## src/core/setc_pkg.sv

```systemverilog
// Constants, register map and carriers of the scan timer/counter block.
// Assumes a 250 MHz mclk and one scan strobe per program scan.
package setc_pkg;
  // --------------------------------------------------------------
  // Timing
  // --------------------------------------------------------------
  localparam int CLK_PERIOD_PS = 4000;
  localparam int MS_PS         = 1000000000;
  localparam int MS_CYCLES     = MS_PS / CLK_PERIOD_PS;
  localparam logic [3:0] DECADE_LAST = 4'h9;
  localparam int TW = 14;
  localparam logic [13:0] FAST_ZERO_PRESET = 14'h2710;
  localparam logic [7:0]  KNOB_MIN = 8'h01;
  localparam logic [7:0]  KNOB_MAX = 8'hFA;
  localparam logic [1:0]  RANGE_1S   = 2'h0;
  localparam logic [1:0]  RANGE_100M = 2'h1;
  localparam logic [1:0]  RANGE_10M  = 2'h2;
  localparam int TB_1MS = 0;
  localparam int TB_10M = 1;
  localparam int TB_100M = 2;
  localparam int TB_1S = 3;
  localparam int NTIM = 5;
  localparam int T_10MS = 0;
  localparam int T_MS = 1;
  localparam int T_KNOB = 2;
  localparam int T_KNOB1 = 3;
  localparam int T_KNOB2 = 4;
  localparam int NRANGE = 8;
  // --------------------------------------------------------------
  // Register map (byte addresses) and fields
  // --------------------------------------------------------------
  localparam logic [7:0] R_TMR10_PRESET = 8'h00;
  localparam logic [7:0] R_TMRMS_PRESET = 8'h04;
  localparam logic [7:0] R_KNOB_RANGE   = 8'h08;
  localparam logic [7:0] R_FAST_PRESET  = 8'h0C;
  localparam logic [7:0] R_FAST_COUNT   = 8'h10;
  localparam logic [7:0] R_COPY         = 8'h14;
  localparam logic [7:0] R_DRUM_BASE    = 8'h18;
  localparam logic [7:0] R_DRUM_COUNT   = 8'h1C;
  localparam logic [7:0] R_DRUM_RESULT  = 8'h20;
  localparam logic [7:0] R_STATUS       = 8'h24;
  localparam logic [7:0] R_MASK         = 8'h28;
  localparam logic [7:0] R_UNIT_STATE   = 8'h2C;
  localparam logic [7:0] R_TABLE        = 8'h40;
  localparam int COPY_SEL_BIT = 16;
  localparam int ST_FAST = 0;
  localparam int ST_TMR = 1;
  localparam int ST_ZERO = 6;
  localparam int STW = 7;
  // --------------------------------------------------------------
  // Carriers
  // --------------------------------------------------------------
  typedef struct packed {
    logic rise_in, fall_in, latch_set, latch_reset;
    logic [NTIM-1:0] timer_run;
    logic drum_up, drum_down, drum_clear;
  } setc_cond_t;
  typedef struct packed {
    logic count_pulse, gate, clear;
  } setc_field_t;
  typedef struct packed {
    logic rise_out, fall_out, latch_q;
    logic [NTIM-1:0] timer_done;
    logic fast_count_done_flag;
    logic [NRANGE-1:0] drum_result;
  } setc_out_t;
endpackage

```

## src/core/setc_down_timer.sv

```systemverilog
// One decrementing timer with reload and completion flag.
// Assumes tick is a one-cycle timebase pulse and run a scan level.
`timescale 1ns/1ps
`default_nettype none
module setc_down_timer #(
  parameter int W = setc_pkg::TW
) (
  input  wire logic         mclk,    // Block clock
  input  wire logic         reset,   // Synchronous, active high
  input  wire logic         tick,    // Timebase step
  input  wire logic         run,     // Execution condition
  input  wire logic [W-1:0] preset,  // Start value in steps
  output logic      [W-1:0] present, // Present value
  output logic              done     // Completion flag
);
  if (W < 2) begin : g_chk
    $error("setc_down_timer: W too small");
  end

  // --------------------------------------------------------------
  // Count down
  // --------------------------------------------------------------
  // Preset is re-taken while idle so a new preset is seen at start
  always_ff @(posedge mclk) begin
    if (reset) begin
      present <= '0;
    end else if (!run) begin
      present <= preset;
    end else if (tick && present != '0) begin
      present <= present - W'(1);
    end
  end

  // Flag follows zero only while running
  always_ff @(posedge mclk) begin
    if (reset) begin
      done <= 1'b0;
    end else begin
      done <= run && present == '0;
    end
  end
endmodule
`default_nettype wire

```

## src/core/setc_unit.sv

```systemverilog
// Scan-driven one-shots, latch, timers, drum and fast counter, copy.
// Assumes scan_tick pulses once per scan; field inputs are synchronous.
`timescale 1ns/1ps
`default_nettype none
module setc_unit #(
  parameter int MS_CYCLES = setc_pkg::MS_CYCLES
) (
  input  wire logic                 mclk,      // 250 MHz clock
  input  wire logic                 reset,     // Sync, active high
  input  wire logic                 scan_tick, // End of program scan
  input  wire setc_pkg::setc_cond_t cond,      // Scan conditions
  input  wire setc_pkg::setc_field_t field,    // Field inputs
  input  wire logic [7:0]           knob_set,  // Front knob, tenths
  input  wire logic [7:0]           knob_one,  // Knob one setting
  input  wire logic [7:0]           knob_two,  // Knob two setting
  input  wire logic [7:0]           wb_adr_i,  // Byte address
  input  wire logic [31:0]          wb_dat_i,  // Write data
  input  wire logic [3:0]           wb_sel_i,  // Byte lanes
  input  wire logic                 wb_we_i,   // Write enable
  input  wire logic                 wb_cyc_i,  // Cycle
  input  wire logic                 wb_stb_i,  // Strobe
  output logic [31:0]               wb_dat_o,  // Read data
  output logic                      wb_ack_o,  // Acknowledge
  output setc_pkg::setc_out_t       unit_out,  // Unit results
  output logic                      irq        // Level interrupt
);
  if (MS_CYCLES < 2) begin : g_chk
    $error("setc_unit: MS_CYCLES too small");
  end

  // --------------------------------------------------------------
  // Helpers
  // --------------------------------------------------------------
  function automatic logic [31:0] merge(input logic [31:0] old,
      input logic [31:0] dat, input logic [3:0] sel);
    logic [31:0] r;
    r = old;
    for (int b = 0; b < 4; b++) begin
      if (sel[b]) r[8*b +: 8] = dat[8*b +: 8];
    end
    return r;
  endfunction

  function automatic logic [13:0] knob_val(input logic [7:0] k);
    logic [7:0] v;
    v = (k < setc_pkg::KNOB_MIN) ? setc_pkg::KNOB_MIN :
        (k > setc_pkg::KNOB_MAX) ? setc_pkg::KNOB_MAX : k;
    return {6'h00, v};
  endfunction

  function automatic logic range_tick(input logic [1:0] rg,
      input logic [3:0] tb);
    case (rg)
      setc_pkg::RANGE_100M: return tb[setc_pkg::TB_100M];
      setc_pkg::RANGE_10M:  return tb[setc_pkg::TB_10M];
      default:              return tb[setc_pkg::TB_1S];
    endcase
  endfunction

  // --------------------------------------------------------------
  // Registers
  // --------------------------------------------------------------
  logic [13:0] tmr10_preset;
  logic [13:0] tmrms_preset;
  logic [3:0]  knob_range;
  logic [13:0] fast_preset;
  logic [13:0] fast_count;
  logic [15:0] copy_dest;
  logic        copy_zero;
  logic [3:0]  drum_base;
  logic [15:0] drum_count;
  logic [15:0] drum_tab [2*setc_pkg::NRANGE];
  logic [setc_pkg::STW-1:0] status;
  logic [setc_pkg::STW-1:0] mask;
  logic [setc_pkg::STW-1:0] events;
  logic        req;
  logic        wr;
  logic        rd_status;
  logic [31:0] wmerge;
  logic [31:0] next_rdata;

  assign req       = wb_cyc_i && wb_stb_i && !wb_ack_o;
  assign wr        = req && wb_we_i;
  assign rd_status = req && !wb_we_i && wb_adr_i == setc_pkg::R_STATUS;

  // Ack one cycle after the request; dropped the cycle after
  always_ff @(posedge mclk) begin
    if (reset) begin
      wb_ack_o <= 1'b0;
    end else begin
      wb_ack_o <= req;
    end
  end

  // Software-written settings
  always_ff @(posedge mclk) begin
    if (reset) begin
      tmr10_preset <= '0;
      tmrms_preset <= '0;
      knob_range   <= '0;
      fast_preset  <= '0;
      drum_base    <= '0;
      mask         <= '0;
    end else if (wr) begin
      case (wb_adr_i)
        setc_pkg::R_TMR10_PRESET: tmr10_preset <= wmerge[13:0];
        setc_pkg::R_TMRMS_PRESET: tmrms_preset <= wmerge[13:0];
        setc_pkg::R_KNOB_RANGE:   knob_range <= wmerge[3:0];
        setc_pkg::R_FAST_PRESET:  fast_preset <= wmerge[13:0];
        setc_pkg::R_DRUM_BASE:    drum_base <= wmerge[3:0];
        setc_pkg::R_MASK:         mask <= wmerge[setc_pkg::STW-1:0];
        default: ;
      endcase
    end
  end

  // Range table, pairs of low and high limits
  always_ff @(posedge mclk) begin
    if (reset) begin
      for (int i = 0; i < 2*setc_pkg::NRANGE; i++) drum_tab[i] <= '0;
    end else if (wr && wb_adr_i[7:6] == setc_pkg::R_TABLE[7:6]) begin
      drum_tab[wb_adr_i[5:2]] <= wmerge[15:0];
    end
  end

  // Old value for the byte-lane merge
  always_comb begin
    case (wb_adr_i)
      setc_pkg::R_TMR10_PRESET: wmerge = {18'h00000, tmr10_preset};
      setc_pkg::R_TMRMS_PRESET: wmerge = {18'h00000, tmrms_preset};
      setc_pkg::R_KNOB_RANGE:   wmerge = {28'h0000000, knob_range};
      setc_pkg::R_FAST_PRESET:  wmerge = {18'h00000, fast_preset};
      setc_pkg::R_DRUM_BASE:    wmerge = {28'h0000000, drum_base};
      setc_pkg::R_MASK:         wmerge = {25'h0000000, mask};
      default: wmerge = (wb_adr_i[7:6] == setc_pkg::R_TABLE[7:6]) ?
                        {16'h0000, drum_tab[wb_adr_i[5:2]]} : '0;
    endcase
    wmerge = merge(wmerge, wb_dat_i, wb_sel_i);
  end

  // --------------------------------------------------------------
  // Timebase: 1 ms prescaler and decade chain
  // --------------------------------------------------------------
  logic [31:0] ms_cnt;
  logic [3:0]  dec [3];
  logic [3:0]  tb;

  assign tb[setc_pkg::TB_1MS]  = ms_cnt == 32'(MS_CYCLES - 1);
  assign tb[setc_pkg::TB_10M]  = tb[0] && dec[0] == setc_pkg::DECADE_LAST;
  assign tb[setc_pkg::TB_100M] = tb[1] && dec[1] == setc_pkg::DECADE_LAST;
  assign tb[setc_pkg::TB_1S]   = tb[2] && dec[2] == setc_pkg::DECADE_LAST;

  // Free-running, so a timer's first step may come early by up to one
  // step; this trades start accuracy for one shared prescaler
  always_ff @(posedge mclk) begin
    if (reset) begin
      ms_cnt <= '0;
      for (int i = 0; i < 3; i++) dec[i] <= '0;
    end else begin
      ms_cnt <= tb[0] ? '0 : ms_cnt + 32'h1;
      for (int i = 0; i < 3; i++) begin
        if (tb[i]) dec[i] <= tb[i+1] ? '0 : dec[i] + 4'h1;
      end
    end
  end

  // --------------------------------------------------------------
  // Scan-sampled one-shots and latch
  // --------------------------------------------------------------
  setc_pkg::setc_cond_t cq;

  always_ff @(posedge mclk) begin
    if (reset) begin
      cq <= '0;
      unit_out.rise_out <= 1'b0;
      unit_out.fall_out <= 1'b0;
    end else if (scan_tick) begin
      cq <= cond;
      unit_out.rise_out <= cond.rise_in && !cq.rise_in;
      unit_out.fall_out <= !cond.fall_in && cq.fall_in;
    end
  end

  // Reset dominates a simultaneous set
  always_ff @(posedge mclk) begin
    if (reset) begin
      unit_out.latch_q <= 1'b0;
    end else if (scan_tick) begin
      if (cond.latch_reset) begin
        unit_out.latch_q <= 1'b0;
      end else if (cond.latch_set) begin
        unit_out.latch_q <= 1'b1;
      end
    end
  end

  // --------------------------------------------------------------
  // Decrementing timers
  // --------------------------------------------------------------
  logic [13:0] t_pre [setc_pkg::NTIM];
  logic [setc_pkg::NTIM-1:0] t_tick;
  logic [13:0] t_present [setc_pkg::NTIM];
  logic [setc_pkg::NTIM-1:0] done_q;

  always_comb begin
    t_pre[setc_pkg::T_10MS] = tmr10_preset;
    t_tick[setc_pkg::T_10MS] = tb[setc_pkg::TB_10M];
    t_pre[setc_pkg::T_MS] = tmrms_preset;
    t_tick[setc_pkg::T_MS] = tb[setc_pkg::TB_1MS];
    t_pre[setc_pkg::T_KNOB] = knob_val(knob_set);
    t_tick[setc_pkg::T_KNOB] = tb[setc_pkg::TB_100M];
    t_pre[setc_pkg::T_KNOB1] = knob_val(knob_one);
    t_tick[setc_pkg::T_KNOB1] = range_tick(knob_range[1:0], tb);
    t_pre[setc_pkg::T_KNOB2] = knob_val(knob_two);
    t_tick[setc_pkg::T_KNOB2] = range_tick(knob_range[3:2], tb);
  end

  for (genvar g = 0; g < setc_pkg::NTIM; g++) begin : g_tmr
    setc_down_timer #(.W(setc_pkg::TW)) u_tmr (
      .mclk    (mclk),
      .reset   (reset),
      .tick    (t_tick[g]),
      .run     (cq.timer_run[g]),
      .preset  (t_pre[g]),
      .present (t_present[g]),
      .done    (unit_out.timer_done[g])
    );
  end

  // Previous done flags, for completion events
  always_ff @(posedge mclk) begin
    if (reset) begin
      done_q <= '0;
    end else begin
      done_q <= unit_out.timer_done;
    end
  end

  // --------------------------------------------------------------
  // Drum range counter
  // --------------------------------------------------------------
  always_ff @(posedge mclk) begin
    if (reset) begin
      drum_count <= '0;
    end else if (scan_tick) begin
      if (cond.drum_clear) begin
        drum_count <= '0;
      end else if (cond.drum_up && !cq.drum_up) begin
        drum_count <= drum_count + 16'h0001;
      end else if (cond.drum_down && !cq.drum_down) begin
        drum_count <= drum_count - 16'h0001;
      end
    end
  end

  // Only the first drum_base ranges are live
  always_ff @(posedge mclk) begin
    if (reset) begin
      unit_out.drum_result <= '0;
    end else begin
      for (int i = 0; i < setc_pkg::NRANGE; i++) begin
        unit_out.drum_result[i] <= 4'(i) < drum_base &&
          drum_count >= drum_tab[2*i] && drum_count <= drum_tab[2*i+1];
      end
    end
  end

  // --------------------------------------------------------------
  // Fast up counter
  // --------------------------------------------------------------
  logic        pulse_q;
  logic        fast_edge;
  logic        fast_hit;
  logic        fast_pend;
  logic [13:0] fast_limit;

  assign fast_limit = (fast_preset == '0) ?
                      setc_pkg::FAST_ZERO_PRESET : fast_preset;
  assign fast_edge  = field.count_pulse && !pulse_q &&
                      field.gate && !field.clear;
  assign fast_hit   = fast_edge && fast_count + 14'h1 >= fast_limit;

  always_ff @(posedge mclk) begin
    if (reset) begin
      pulse_q    <= 1'b0;
      fast_count <= '0;
    end else begin
      pulse_q <= field.count_pulse;
      if (field.clear || fast_hit) begin
        fast_count <= '0;
      end else if (fast_edge) begin
        fast_count <= fast_count + 14'h1;
      end
    end
  end

  // A hit waits for the scan boundary, then shows for one scan
  always_ff @(posedge mclk) begin
    if (reset) begin
      fast_pend <= 1'b0;
      unit_out.fast_count_done_flag <= 1'b0;
    end else begin
      if (scan_tick) begin
        unit_out.fast_count_done_flag <= fast_pend || fast_hit;
      end
      // A hit on the tick itself is shown now, never a second scan
      fast_pend <= (fast_hit || fast_pend) && !scan_tick;
    end
  end

  // --------------------------------------------------------------
  // Word copy
  // --------------------------------------------------------------
  logic [15:0] copy_val;

  assign copy_val = wmerge[setc_pkg::COPY_SEL_BIT] ?
                    {2'h0, fast_count} : wmerge[15:0];

  // Source is the fast count or the written constant
  always_ff @(posedge mclk) begin
    if (reset) begin
      copy_dest <= '0;
      copy_zero <= 1'b0;
    end else if (wr && wb_adr_i == setc_pkg::R_COPY) begin
      copy_dest <= copy_val;
      copy_zero <= copy_val == 16'h0000;
    end
  end

  // --------------------------------------------------------------
  // Interrupt status, clear on read, set wins
  // --------------------------------------------------------------
  always_comb begin
    events = '0;
    events[setc_pkg::ST_FAST] = fast_hit;
    events[setc_pkg::ST_TMR +: setc_pkg::NTIM] =
      unit_out.timer_done & ~done_q;
    events[setc_pkg::ST_ZERO] = wr && wb_adr_i == setc_pkg::R_COPY &&
                                copy_val == 16'h0000;
  end

  always_ff @(posedge mclk) begin
    if (reset) begin
      status <= '0;
    end else begin
      status <= (rd_status ? '0 : status) | events;
    end
  end

  assign irq = |(status & mask);

  // Read data, zero for unmapped words
  always_comb begin
    case (wb_adr_i)
      setc_pkg::R_TMR10_PRESET: next_rdata = {18'h00000, tmr10_preset};
      setc_pkg::R_TMRMS_PRESET: next_rdata = {18'h00000, tmrms_preset};
      setc_pkg::R_KNOB_RANGE:   next_rdata = {28'h0000000, knob_range};
      setc_pkg::R_FAST_PRESET:  next_rdata = {18'h00000, fast_preset};
      setc_pkg::R_FAST_COUNT:   next_rdata = {18'h00000, fast_count};
      setc_pkg::R_COPY:  next_rdata = {15'h0000, copy_zero, copy_dest};
      setc_pkg::R_DRUM_BASE:    next_rdata = {28'h0000000, drum_base};
      setc_pkg::R_DRUM_COUNT:   next_rdata = {16'h0000, drum_count};
      setc_pkg::R_DRUM_RESULT:
        next_rdata = {24'h000000, unit_out.drum_result};
      setc_pkg::R_STATUS:       next_rdata = {25'h0000000, status};
      setc_pkg::R_MASK:         next_rdata = {25'h0000000, mask};
      setc_pkg::R_UNIT_STATE:
        next_rdata = {21'h000000, unit_out.fast_count_done_flag,
                      unit_out.timer_done, 2'h0, unit_out.latch_q,
                      unit_out.fall_out, unit_out.rise_out};
      default: next_rdata = (wb_adr_i[7:6] == setc_pkg::R_TABLE[7:6]) ?
                            {16'h0000, drum_tab[wb_adr_i[5:2]]} : '0;
    endcase
  end

  always_ff @(posedge mclk) begin
    if (reset) begin
      wb_dat_o <= '0;
    end else if (req && !wb_we_i) begin
      wb_dat_o <= next_rdata;
    end
  end
endmodule
`default_nettype wire

```

## config.mk

```make
export PLATFORM = sky130hd
export DESIGN_NAME = setc_unit
export DESIGN_NICKNAME = d
export VERILOG_FILES = /design/src/core/setc_pkg.sv /design/src/core/setc_down_timer.sv /design/src/core/setc_unit.sv
export SDC_FILE = /design/constraint.sdc
export NUM_CORES = 1
export LEC_CHECK = 0
export BUFFER_PORTS_ARGS = -buffer_cell sky130_fd_sc_hd__buf_2
export CAP_MARGIN = 15
export CORE_ASPECT_RATIO = 0.8
export CORE_MARGIN = 2
export CORE_UTILIZATION = 60
export CTS_BUF_LIST = sky130_fd_sc_hd__clkbuf_16
export DETAILED_ROUTE_END_ITERATION = 10
export PLACE_DENSITY = 0.85
export RECOVER_POWER = 100
export SKIP_CTS_REPAIR_TIMING = 1
export SLEW_MARGIN = 20
export SYNTH_ARGS = -nofsm -noshare
export SYNTH_HDL_FRONTEND = slang
export SYNTH_SLANG_ARGS = --single-unit
```

## constraint.sdc

```tcl
create_clock -name mclk -period 4 [get_ports mclk]
set_input_delay 0.2 -clock mclk [delete_from_list [all_inputs] [get_ports mclk]]
set_output_delay 0.2 -clock mclk [all_outputs]
set_load 0.01 [all_outputs]
```

# ---- After elaboration in Yosys (flattened, before gate mapping)
# Memory sizes are Yosys's and may differ from the RTL's.
# Index checks and enable logic that the tools add are counted.
dict set report word_totals {
  register_bits 279
  latch_bits 0
  mem_bits_rw 268
  romBits 0
  in_bits 89
  output_inout_bits 51
  elab_cells 262
  n_memories 2
}
dict set report classes {
  n_addsub 12
  n_mul 0
  n_div 0
  order_cmp 31
  n_eq_ne 25
  n_shift 0
  mux 55
  bitwise 10
  reduce_logical 87
}
# memory depth word_bits rd rd_ports_with_merged_regs wr line
set memory_table {}
lappend memory_table {drum_tab 16 16 17 0 16 setc_unit.sv:72} ;# logic [15:0] drum_tab [2*setc_pkg::NRANGE];
lappend memory_table {dec 3 4 3 0 3 setc_unit.sv:145} ;# logic [3:0] dec [3];
# cell n
set op_table {}
lappend op_table {{17-bit one-hot mux with 12 select lines} 1}
lappend op_table {{16-bit >= comparator} 8}
lappend op_table {{16-bit less-or-equal comparator} 8}
lappend op_table {{8-bit two-way mux} 14}
lappend op_table {{16-bit two-way mux} 6}
lappend op_table {{16-bit one-hot mux with 6 select lines} 1}
lappend op_table {{14-bit zero test} 6}
lappend op_table {{14-bit two-way mux} 5}
lappend op_table {{14-bit nonzero test} 5}
lappend op_table {{14-bit by 1-bit subtractor with 14-bit output (second input constant)} 5}
lappend op_table {{1-bit logical AND} 46}
lappend op_table {{32-bit by 1-bit adder with 32-bit output (second input constant)} 1}
lappend op_table {{32-bit by 18-bit == test with 1-bit output (second input constant)} 1}
lappend op_table {{8-bit by 5-bit == test with 1-bit output (second input constant)} 4}
lappend op_table {{8-bit by 6-bit == test with 1-bit output (second input constant)} 4}
lappend op_table {{4-bit two-way mux} 7}
lappend op_table {{8-bit greater-than comparator (second input constant)} 3}
lappend op_table {{8-bit by 1-bit < comparator with 1-bit output (second input constant)} 3}
lappend op_table {{1-bit two-way mux} 18}
lappend op_table {{16-bit by 1-bit adder with 16-bit output (second input constant)} 1}
lappend op_table {{8-bit by 4-bit == test with 1-bit output (second input constant)} 2}
lappend op_table {{16-bit zero test} 1}
lappend op_table {{3-bit by 4-bit < comparator with 1-bit output (first input constant)} 4}
lappend op_table {{2-bit AND reduction} 8}
lappend op_table {{other kinds (27)} 58}

# ---- Longest topological paths before layout
# Gate-level depths: netlist of the first run.
dict set report depth {
  word_depth 9
  mapped_depth 18
  mapped_depth_nobuf 15
}

# ---- Cells and area by module
# From an unflattened synthesis of the first run, not the netlist that was laid out.
dict set report unflattened {
  cells_unflattened 3415
  area_unflattened_um2 32389.8
}
# module n_inst cells_each area_per_inst_um2 seq_area_each_um2
set modules_own_cells {}
lappend modules_own_cells {setc_unit 1 2880 27797.9 11831.3}
lappend modules_own_cells {setc_down_timer 5 107 918.4 300.3}

# ---- Least setup slack after synthesis of the first run
# Ideal clock, no wire load.
dict set report synth_path {
  path_kind {reg-to-reg}
  startpoint {register fast_preset[13]}
  endpoint {register fast_count[10]}
  setup_time_ps 128
  arrival_time_ps 2909
  t_required_ps 3872
  setup_slack_ps 964
  path_stages_with_launch 15
  path_buffers 1
  period_less_slack_ps 3036
  path_cell_list {dfxtp_1 > or4_1 > nor4_1 > nor2_1 > ha_1 > nand3_1 > o21ai_0 > a21o_1 > a21o_1 > a21oi_1 > o21ai_0 > nand2_1 > nand2_1 > clkbuf_1 > nor2_1}
}
dict set report synth_between {
  elab_chain_len 6
}
# element line
set synth_lines {}
lappend synth_lines {{start, declared} setc_unit.sv:66} ;# logic [13:0] fast_preset;
lappend synth_lines {{start signal, assigned} setc_unit.sv:109} ;# setc_pkg::R_FAST_PRESET: fast_preset <= wmerge[13:0];
lappend synth_lines {{14-bit zero test} setc_unit.sv:277} ;# assign fast_limit = (fast_preset == '0) ?
lappend synth_lines {{14-bit two-way mux *} setc_unit.sv:277}
lappend synth_lines {{14-bit >= comparator *} setc_unit.sv:281} ;# assign fast_hit = fast_edge && fast_count + 14'h1 >= fast_limit;
lappend synth_lines {{1-bit logical AND *} setc_unit.sv:281}
lappend synth_lines {{1-bit logical OR *} setc_unit.sv:289} ;# if (field.clear || fast_hit) begin
lappend synth_lines {{2-bit OR reduction (no line) *} n/a}
lappend synth_lines {{end signal, assigned} setc_unit.sv:292} ;# fast_count <= fast_count + 14'h1;
lappend synth_lines {{end, declared} setc_unit.sv:67} ;# logic [13:0] fast_count;
# Every way passes the cells marked *; elsewhere a longest branch is shown, timed or not.
# A chain may end at the register's enable or synchronous reset.

==> results.yml, run 1 <==
run_status:
  status: "finished, violations left"
  violations: "negative hold slack, max-capacitance violations, max-slew violations"
timing:
  rsz0062_at_grt: "no"
  finalSetupViolCount: 0
  period_minus_slack_ns: 3.864
  fmax_mhz: 258.8
  period_share: 0.9660
  worst_pin_slew_ns: 2.060
  tns_ns: 0
  drv_slew: 51
  hold_violations: 5
  skew_ns: 0.02902
  slew_headroom: -0.4125
  fin_hold_ws_ns: -0.01615
routing:
  drtAntennaViolNets: 0
  remaining_drc_errors: 0
  wirelength_um: 98480
  post_drt_wl_per_cell_um: 23.51
  firstDrtPassIters: 7
  vias: 26760
  drt_iter0_markers: 3741
  viasPerCell: 6.390
setup_path:
  cpPeakStageDelay_ns: 1.53
  crit_path_end_kind: "register"
  cp_max_fo: 14
  crit_slowest_cell: "mux2i_1"
  crit_arrival_ns: 4.20
  cp.required_ns: 4.33
  cpMostUsedCell: "a22oi_1"
  worst-setup-path-type: "input pin to register"
  critPathLaunchType: "input pin"
  worstPathCellList: "clkbuf_1 > and2_0 > a22oi_1 > a22oi_1 > o21ai_1 > mux2i_1 > buf_4 > nor2_1"
layout:
  seq_area_um2: 13330
  multi_input_area_um2: 16440
  final_cell_count_no_fill: 4188
  final_area_um2: 34900
  nNetsFinal: 3840
  areaGrowthSynthToFinish_pct: 9.703
  mostFrequentLayoutCells: "631 x nor2_1, 307 x inv_1, 301 x ha_1, 268 x edfxtp_1, 264 x dfxtp_1"
  final_util: 0.6653
  drive_gt1_frac: 0.08880
  final_common_cell: "nor2_1"
  fill_cells: 3989
synth:
  synth.top_cell.area_share: 0.2530
  ys_types: 98
  syn_inst: 3329
  syn_area_per_cell_um2: 9.556
  synthArstFlopShare: 0
  yosysTopAreaCell: "edfxtp_1"
  yosysSeqAreaShare: 0.4191
  ys_ff_latch: 532
  yosys_warnings: 0
  yosys_most_used_dff: "edfxtp_1"
  synth_edf_count: 268
  ys_top_cells_by_area: "edfxtp_1 25%, dfxtp_1 17%, ha_1 12%, nor2_1 7.4%, mux4_2 4.2%"
  synthesis.area_um2: 31810
floorplanning:
  dieArea_um2: 54890
  core-area_um2: 52460
  ios: 140
  start_util: 0.6064
  row_count: 75
  dieWidth_um: 261.4
  die_h_um: 210.0
clock_network:
  h-tree-depth: 2
  cts_tree: "built"
  cts_root_buf: "clkbuf_16"
  clockBufferDepth: 3
  clk_latency_ns: 0.63
  cts_buffers: 52
  path_clk_slew_ns: 0.07
  clock-sinks: 532
hold_path:
  min_path_type: "input pin to register"
job:
  maxCapViolations: 2
power_and_ir_drop:
  power.switching_mw: 3.517
  p_int_mw: 9.039
  netSwitchingFraction: 0.2801
  peakVddDrop_mv: 0.3323
  seq_power_share: 0.482
  comb_power_share: 0.143
  leakage_nw: 14.25
  clock_power_share: 0.375
  powerDensity_nw_per_um2: 359.8
grt:
  grt_pass1_wl_um: 146000
  grt_max_degree: 162
  grt_pass1_vias: 25200
  gr-total-overflow: 0
  track_usage: 0.3490
  antenna_found_initial: 3
placement:
  dp.cells: 4056
  dpl_cell_area_um2: 33310
  io_buffers: 108
  dp_hpwl_um: 70580
  gp_congestion: 1.034
[registers in the layout, summed over array words and instances (netlist names)]
name / flops
wb_dat_o: 17
done_q: 5
dec: 12
copy_zero: 1
copy_dest: 16
ms_cnt: 32
knob_range: 4
g_tmr.u_tmr.present: 70
pulse_q: 1
drum_base: 4
tmrms_preset: 14
drum_tab: 256
status: 7
fast_preset: 14
mask: 7
drum_count: 16
cq: 9
fast_count: 14
wb_ack_o: 1
unit_out: 12
tmr10_preset: 14
fast_pend: 1
g_tmr.u_tmr.done: 5
[final timing paths]
kind	cells after the start	slack [ns]	from	end
hold / removal	3	-0.02	knob_one[2]	g_tmr[3].u_tmr.present[1]
hold reg to reg	1	0.45	ms_cnt[0]	ms_cnt[0]
setup reg to reg	13	0.27	drum_count[0]	unit_out[7]
setup / recovery	8	0.14	wb_adr_i[4]	drum_tab[10][10]
[through the flow]
step / setup WS [ns] / power, mW
after floorplan: 0.9638 / 7.246
after global placement: 0.4398 / 7.815
after detailed placement: 0.4378 / 7.879
after CTS: 0.5455 / 12.48
after global routing: 0.1420 / 12.90
final: 0.1359 / 12.56
[critical path, delay by kind of cell]
| kind | cells | cell delay, ns |
|---|---|---|
| buffers and inverters | 2 | 1.24 |
| AOI/OAI and AO/OA | 3 | 0.73 |
| and+or+nand+nor | 2 | 0.48 |
| muxes | 1 | 1.53 |
[cells by family (layout without fill, tap and decap cells)]
kind of cell | after synthesis | count (layout) | synth area share
adders and majority gates | 303 | 303 | 0.1194
other | 1 | 19 | 0.0001179
and+or+nand+nor | 1166 | 1166 | 0.1723
DFF | 532 | 532 | 0.4191
AOI/OAI and AO/OA | 593 | 593 | 0.1280
buffers and inverters | 488 | 636 | 0.06431
xor gates and xnor gates | 122 | 122 | 0.03359
muxes | 124 | 124 | 0.06321
[final cells by class]
cell class                      count  share of cell area
Multi-Input combinational cell   2323              0.4710
Sequential cell                   532              0.3820
Timing Repair Buffer              247             0.04521
Clock buffer                       53             0.03800
Inverter                          293             0.03151
Tap cell                          693             0.02485
Clock inverter                     43            0.007063
Antenna cell                        4           0.0002868
[layer usage]
layer  part of all wire  track usage  vias up  routed length, µm
li1                   -            -    12070                  -
met2               0.41       0.5010     1745              40680
met4              0.054       0.1618        2               5350
met1               0.39       0.4828    12610              38090
met5            0.00013            0        -                 13
met3               0.15       0.1075      336              14350
[synth_stat cells, drive strengths merged, types with 12 or more instances]
library cell / number
o21ai: 69
o22ai: 16
nand3: 62
inv: 293
buf: 75
dfxtp: 264
a211oi: 113
a21oi: 138
a21o: 66
and3: 14
ha: 301
xor2: 53
mux4: 60
nand4: 51
nand2: 117
clkbuf: 120
or3: 22
a22oi: 36
nor2b: 36
xnor2: 69
nor3: 64
edfxtp: 268
mux2i: 62
o21a: 38
a311oi: 12
nor4: 39
nand2b: 59
nor2: 632
a22o: 13
[power groups by stage]
stage,clock network [mW],logic [mW],registers [mW]
2_1_floorplan,0,1.15,6.10
3_3_place_gp,0,1.67,6.15
3_5_place_dp,0,1.72,6.16
4_1_cts,4.70,1.74,6.04
5_1_grt,4.90,1.94,6.06
6_report,4.70,1.80,6.05
Note: power is estimated with default switching activity, not from simulation.
==> inputs of run 2 (changes only) <==
--- a/config.mk
+++ b/config.mk
@@ -18,4 +18,5 @@
 export SLEW_MARGIN = 20
 export SYNTH_ARGS = -nofsm -noshare
 export SYNTH_HDL_FRONTEND = slang
+export SYNTH_HIERARCHICAL = 1
 export SYNTH_SLANG_ARGS = --single-unit
==> results.yml, run 2 <==
floorplanning:
  dieArea_um2: 55870
  row_count: 76
  die_h_um: 211.8
  core-area_um2: 53630
  dieWidth_um: 263.8
  start_util: 0.6039
  ios: 140
routing:
  viasPerCell: 6.554
  post_drt_wl_per_cell_um: 23.22
  wirelength_um: 99920
  drt_iter0_markers: 3930
  wl_met1_um: 39020
  wl_met3_um: 14470
  remaining_drc_errors: 0
  met2_length_um: 41610
  firstDrtPassIters: 9
  dr.max_layer_used: "met5"
  drtAntennaViolNets: 0
  vias: 28200
synth:
  yosys_warnings: 6
  ys_types: 86
  synth_edf_count: 268
  yosysSeqAreaShare: 0.4116
  synth.top_cell.area_share: 0.2485
  ys_top_cells_by_area: "edfxtp_1 25%, dfxtp_1 16%, ha_1 12%, nor2_1 6.9%, mux4_2 4.1%"
  ys_ff_latch: 532
  synthArstFlopShare: 0
  yosys_most_used_dff: "edfxtp_1"
  syn_area_per_cell_um2: 9.485
  syn_inst: 3415
  yosys-top-cells-count: "598 x nor2_1, 301 x ha_1, 300 x inv_1"
  yosysTopAreaCell: "edfxtp_1"
  yosysMostFrequentCell: "nor2_1"
  synthesis.area_um2: 32390
layout:
  largest_reg_flops: 256
  top_regs: "drum_tab (256), g_tmr.u_tmr/present (70), ms_cnt (32)"
  final_util: 0.6661
  seq_area_um2: 13330
  nNetsFinal: 3946
  final_area_um2: 35720
  drive_gt1_frac: 0.09972
  mostFrequentLayoutCells: "597 x nor2_1, 311 x inv_1, 301 x ha_1, 268 x edfxtp_1, 264 x dfxtp_1"
  multi_input_area_um2: 17000
  final_common_cell: "nor2_1"
  final_cell_count_no_fill: 4303
  areaGrowthSynthToFinish_pct: 10.29
  fill_cells: 4083
  largest_register: "drum_tab"
grt:
  antenna_found_initial: 2
  gr-total-overflow: 0
  grt_pass1_vias: 26030
  grt_max_degree: 77
  track_usage: 0.3484
  grt_pass1_wl_um: 149900
placement:
  dp_hpwl_um: 72780
  io_buffers: 108
  gp_congestion: 1.064
  dpl_cell_area_um2: 33970
  dp.cells: 4169
clock_network:
  cts_buffers: 55
  clk_latency_ns: 0.63
  cts_tree: "built"
  h-tree-depth: 2
  path_clk_slew_ns: 0.06
  cts_root_buf: "clkbuf_16"
  clockBufferDepth: 3
  clock-sinks: 532
power_and_ir_drop:
  powerDensity_nw_per_um2: 365.2
  peakVddDrop_mv: 0.3289
  comb_power_share: 0.144
  p_int_mw: 9.422
  clock_power_share: 0.390
  leakage_nw: 14.50
  power.switching_mw: 3.623
  netSwitchingFraction: 0.2778
  finalPower_mw: 13.05
  seq_power_share: 0.465
run_status:
  status: "finished, violations left"
  violations: "negative hold slack, max-capacitance violations, max-slew violations"
timing:
  hold_violations: 1
  period_minus_slack_ns: 3.933
  rsz0062_at_grt: "no"
  fmax_mhz: 254.3
  period_share: 0.9832
  worst_pin_slew_ns: 1.775
  tns_ns: 0
  drv_slew: 81
  fin_hold_ws_ns: -0.01697
  finalSetupViolCount: 0
  slew_headroom: -0.1836
  skew_ns: 0.01909
setup_path:
  critPathLaunchType: "register"
  crit_arrival_ns: 4.42
  cp_max_fo: 21
  worst-setup-path-type: "register to register"
  cp.required_ns: 4.49
  crit_path_end_kind: "register"
hold_path:
  min_path_type: "input pin to register"
job:
  maxCapViolations: 4
[run 2: changes by cell type after synthesis, moves of 17 or more]
cell,change
a211oi_1,-44
or3_1,+23
o31ai_1,+38
o211ai_1,+20
o21ai_0,+17
mux2i_1,-19
nor2_1,-32
xnor2_1,-32
nand2b_1,-28
a311oi_1,+34
[run 2: final timing paths]
check / from / endpoint / slack (ns) / depth (start not counted)
worst min register to register: wb_dat_o[16] / wb_dat_o[16] / 0.46 / 2
worst max-delay path: drum_tab[14][6] / copy_dest[6] / 0.07 / 9
worst min-delay path: knob_one[7] / g_tmr[3].u_tmr/present[7] / -0.02 / 3
worst max register to register: drum_tab[14][6] / copy_dest[6] / 0.07 / 9
[run 2: stage by stage]
step,hold WS [ns],worst slack [ns]
6_report,-0.01697,0.06733
5_1_grt,0.01396,0.01114
4_1_cts,-0.2022,0.1425
3_5_place_dp,0.4404,0.3125
3_3_place_gp,0.4328,0.4274
2_1_floorplan,0.3016,0.2885
[run 2: final cells by class]
class | instances | area share
multi-input cells | 2399 | 0.4759
repair buffers | 264 | 0.04504
clock buffers | 57 | 0.03993
flip-flops and latches | 532 | 0.3732
clock inverters | 45 | 0.009352
well taps | 702 | 0.02459
diodes | 1 | 0.00007005
inverters | 303 | 0.03184
[run 2: cells by family (layout without fill, tap and decap cells)]
kind of cell / Yosys count / after routing / synth area share
other: 1 / 34 / 0.0001158
and+or+nand+nor: 1203 / 1203 / 0.1807
buffers and inverters: 516 / 669 / 0.06787
muxes: 110 / 110 / 0.05713
adders and majority gates: 302 / 302 / 0.1169
DFF: 532 / 532 / 0.4116
AOI/OAI and AO/OA: 675 / 675 / 0.1451
xor gates and xnor gates: 76 / 76 / 0.02055
[run 2: per-layer routing]
layer  track usage  vias to the layer above
met1        0.4758                    13340
met3        0.1034                      308
met4        0.1495                        2
met5             0                        -
met2        0.5161                     1888
li1              -                    12670
[run 2: power by group through the flow]
stage	Combinational, mW	Clock, mW	Sequential, mW
4_1_cts	1.83	5.09	6.06
5_1_grt	2.02	5.30	6.08
3_5_place_dp	1.81	0	6.17
3_3_place_gp	1.75	0	6.16
2_1_floorplan	1.21	0	6.13
6_report	1.88	5.09	6.07
[run 2: worst max-delay path: stages, from the launching register on]
cell      delay (ns)
edfxtp_1        0.46
mux4_2          0.51
a22o_1          0.31
a221o_1         0.35
or3_1           0.32
o221ai_1        0.10
clkbuf_1        1.31
a211oi_1        0.17
a21oi_1         0.21
nor2_1          0.05
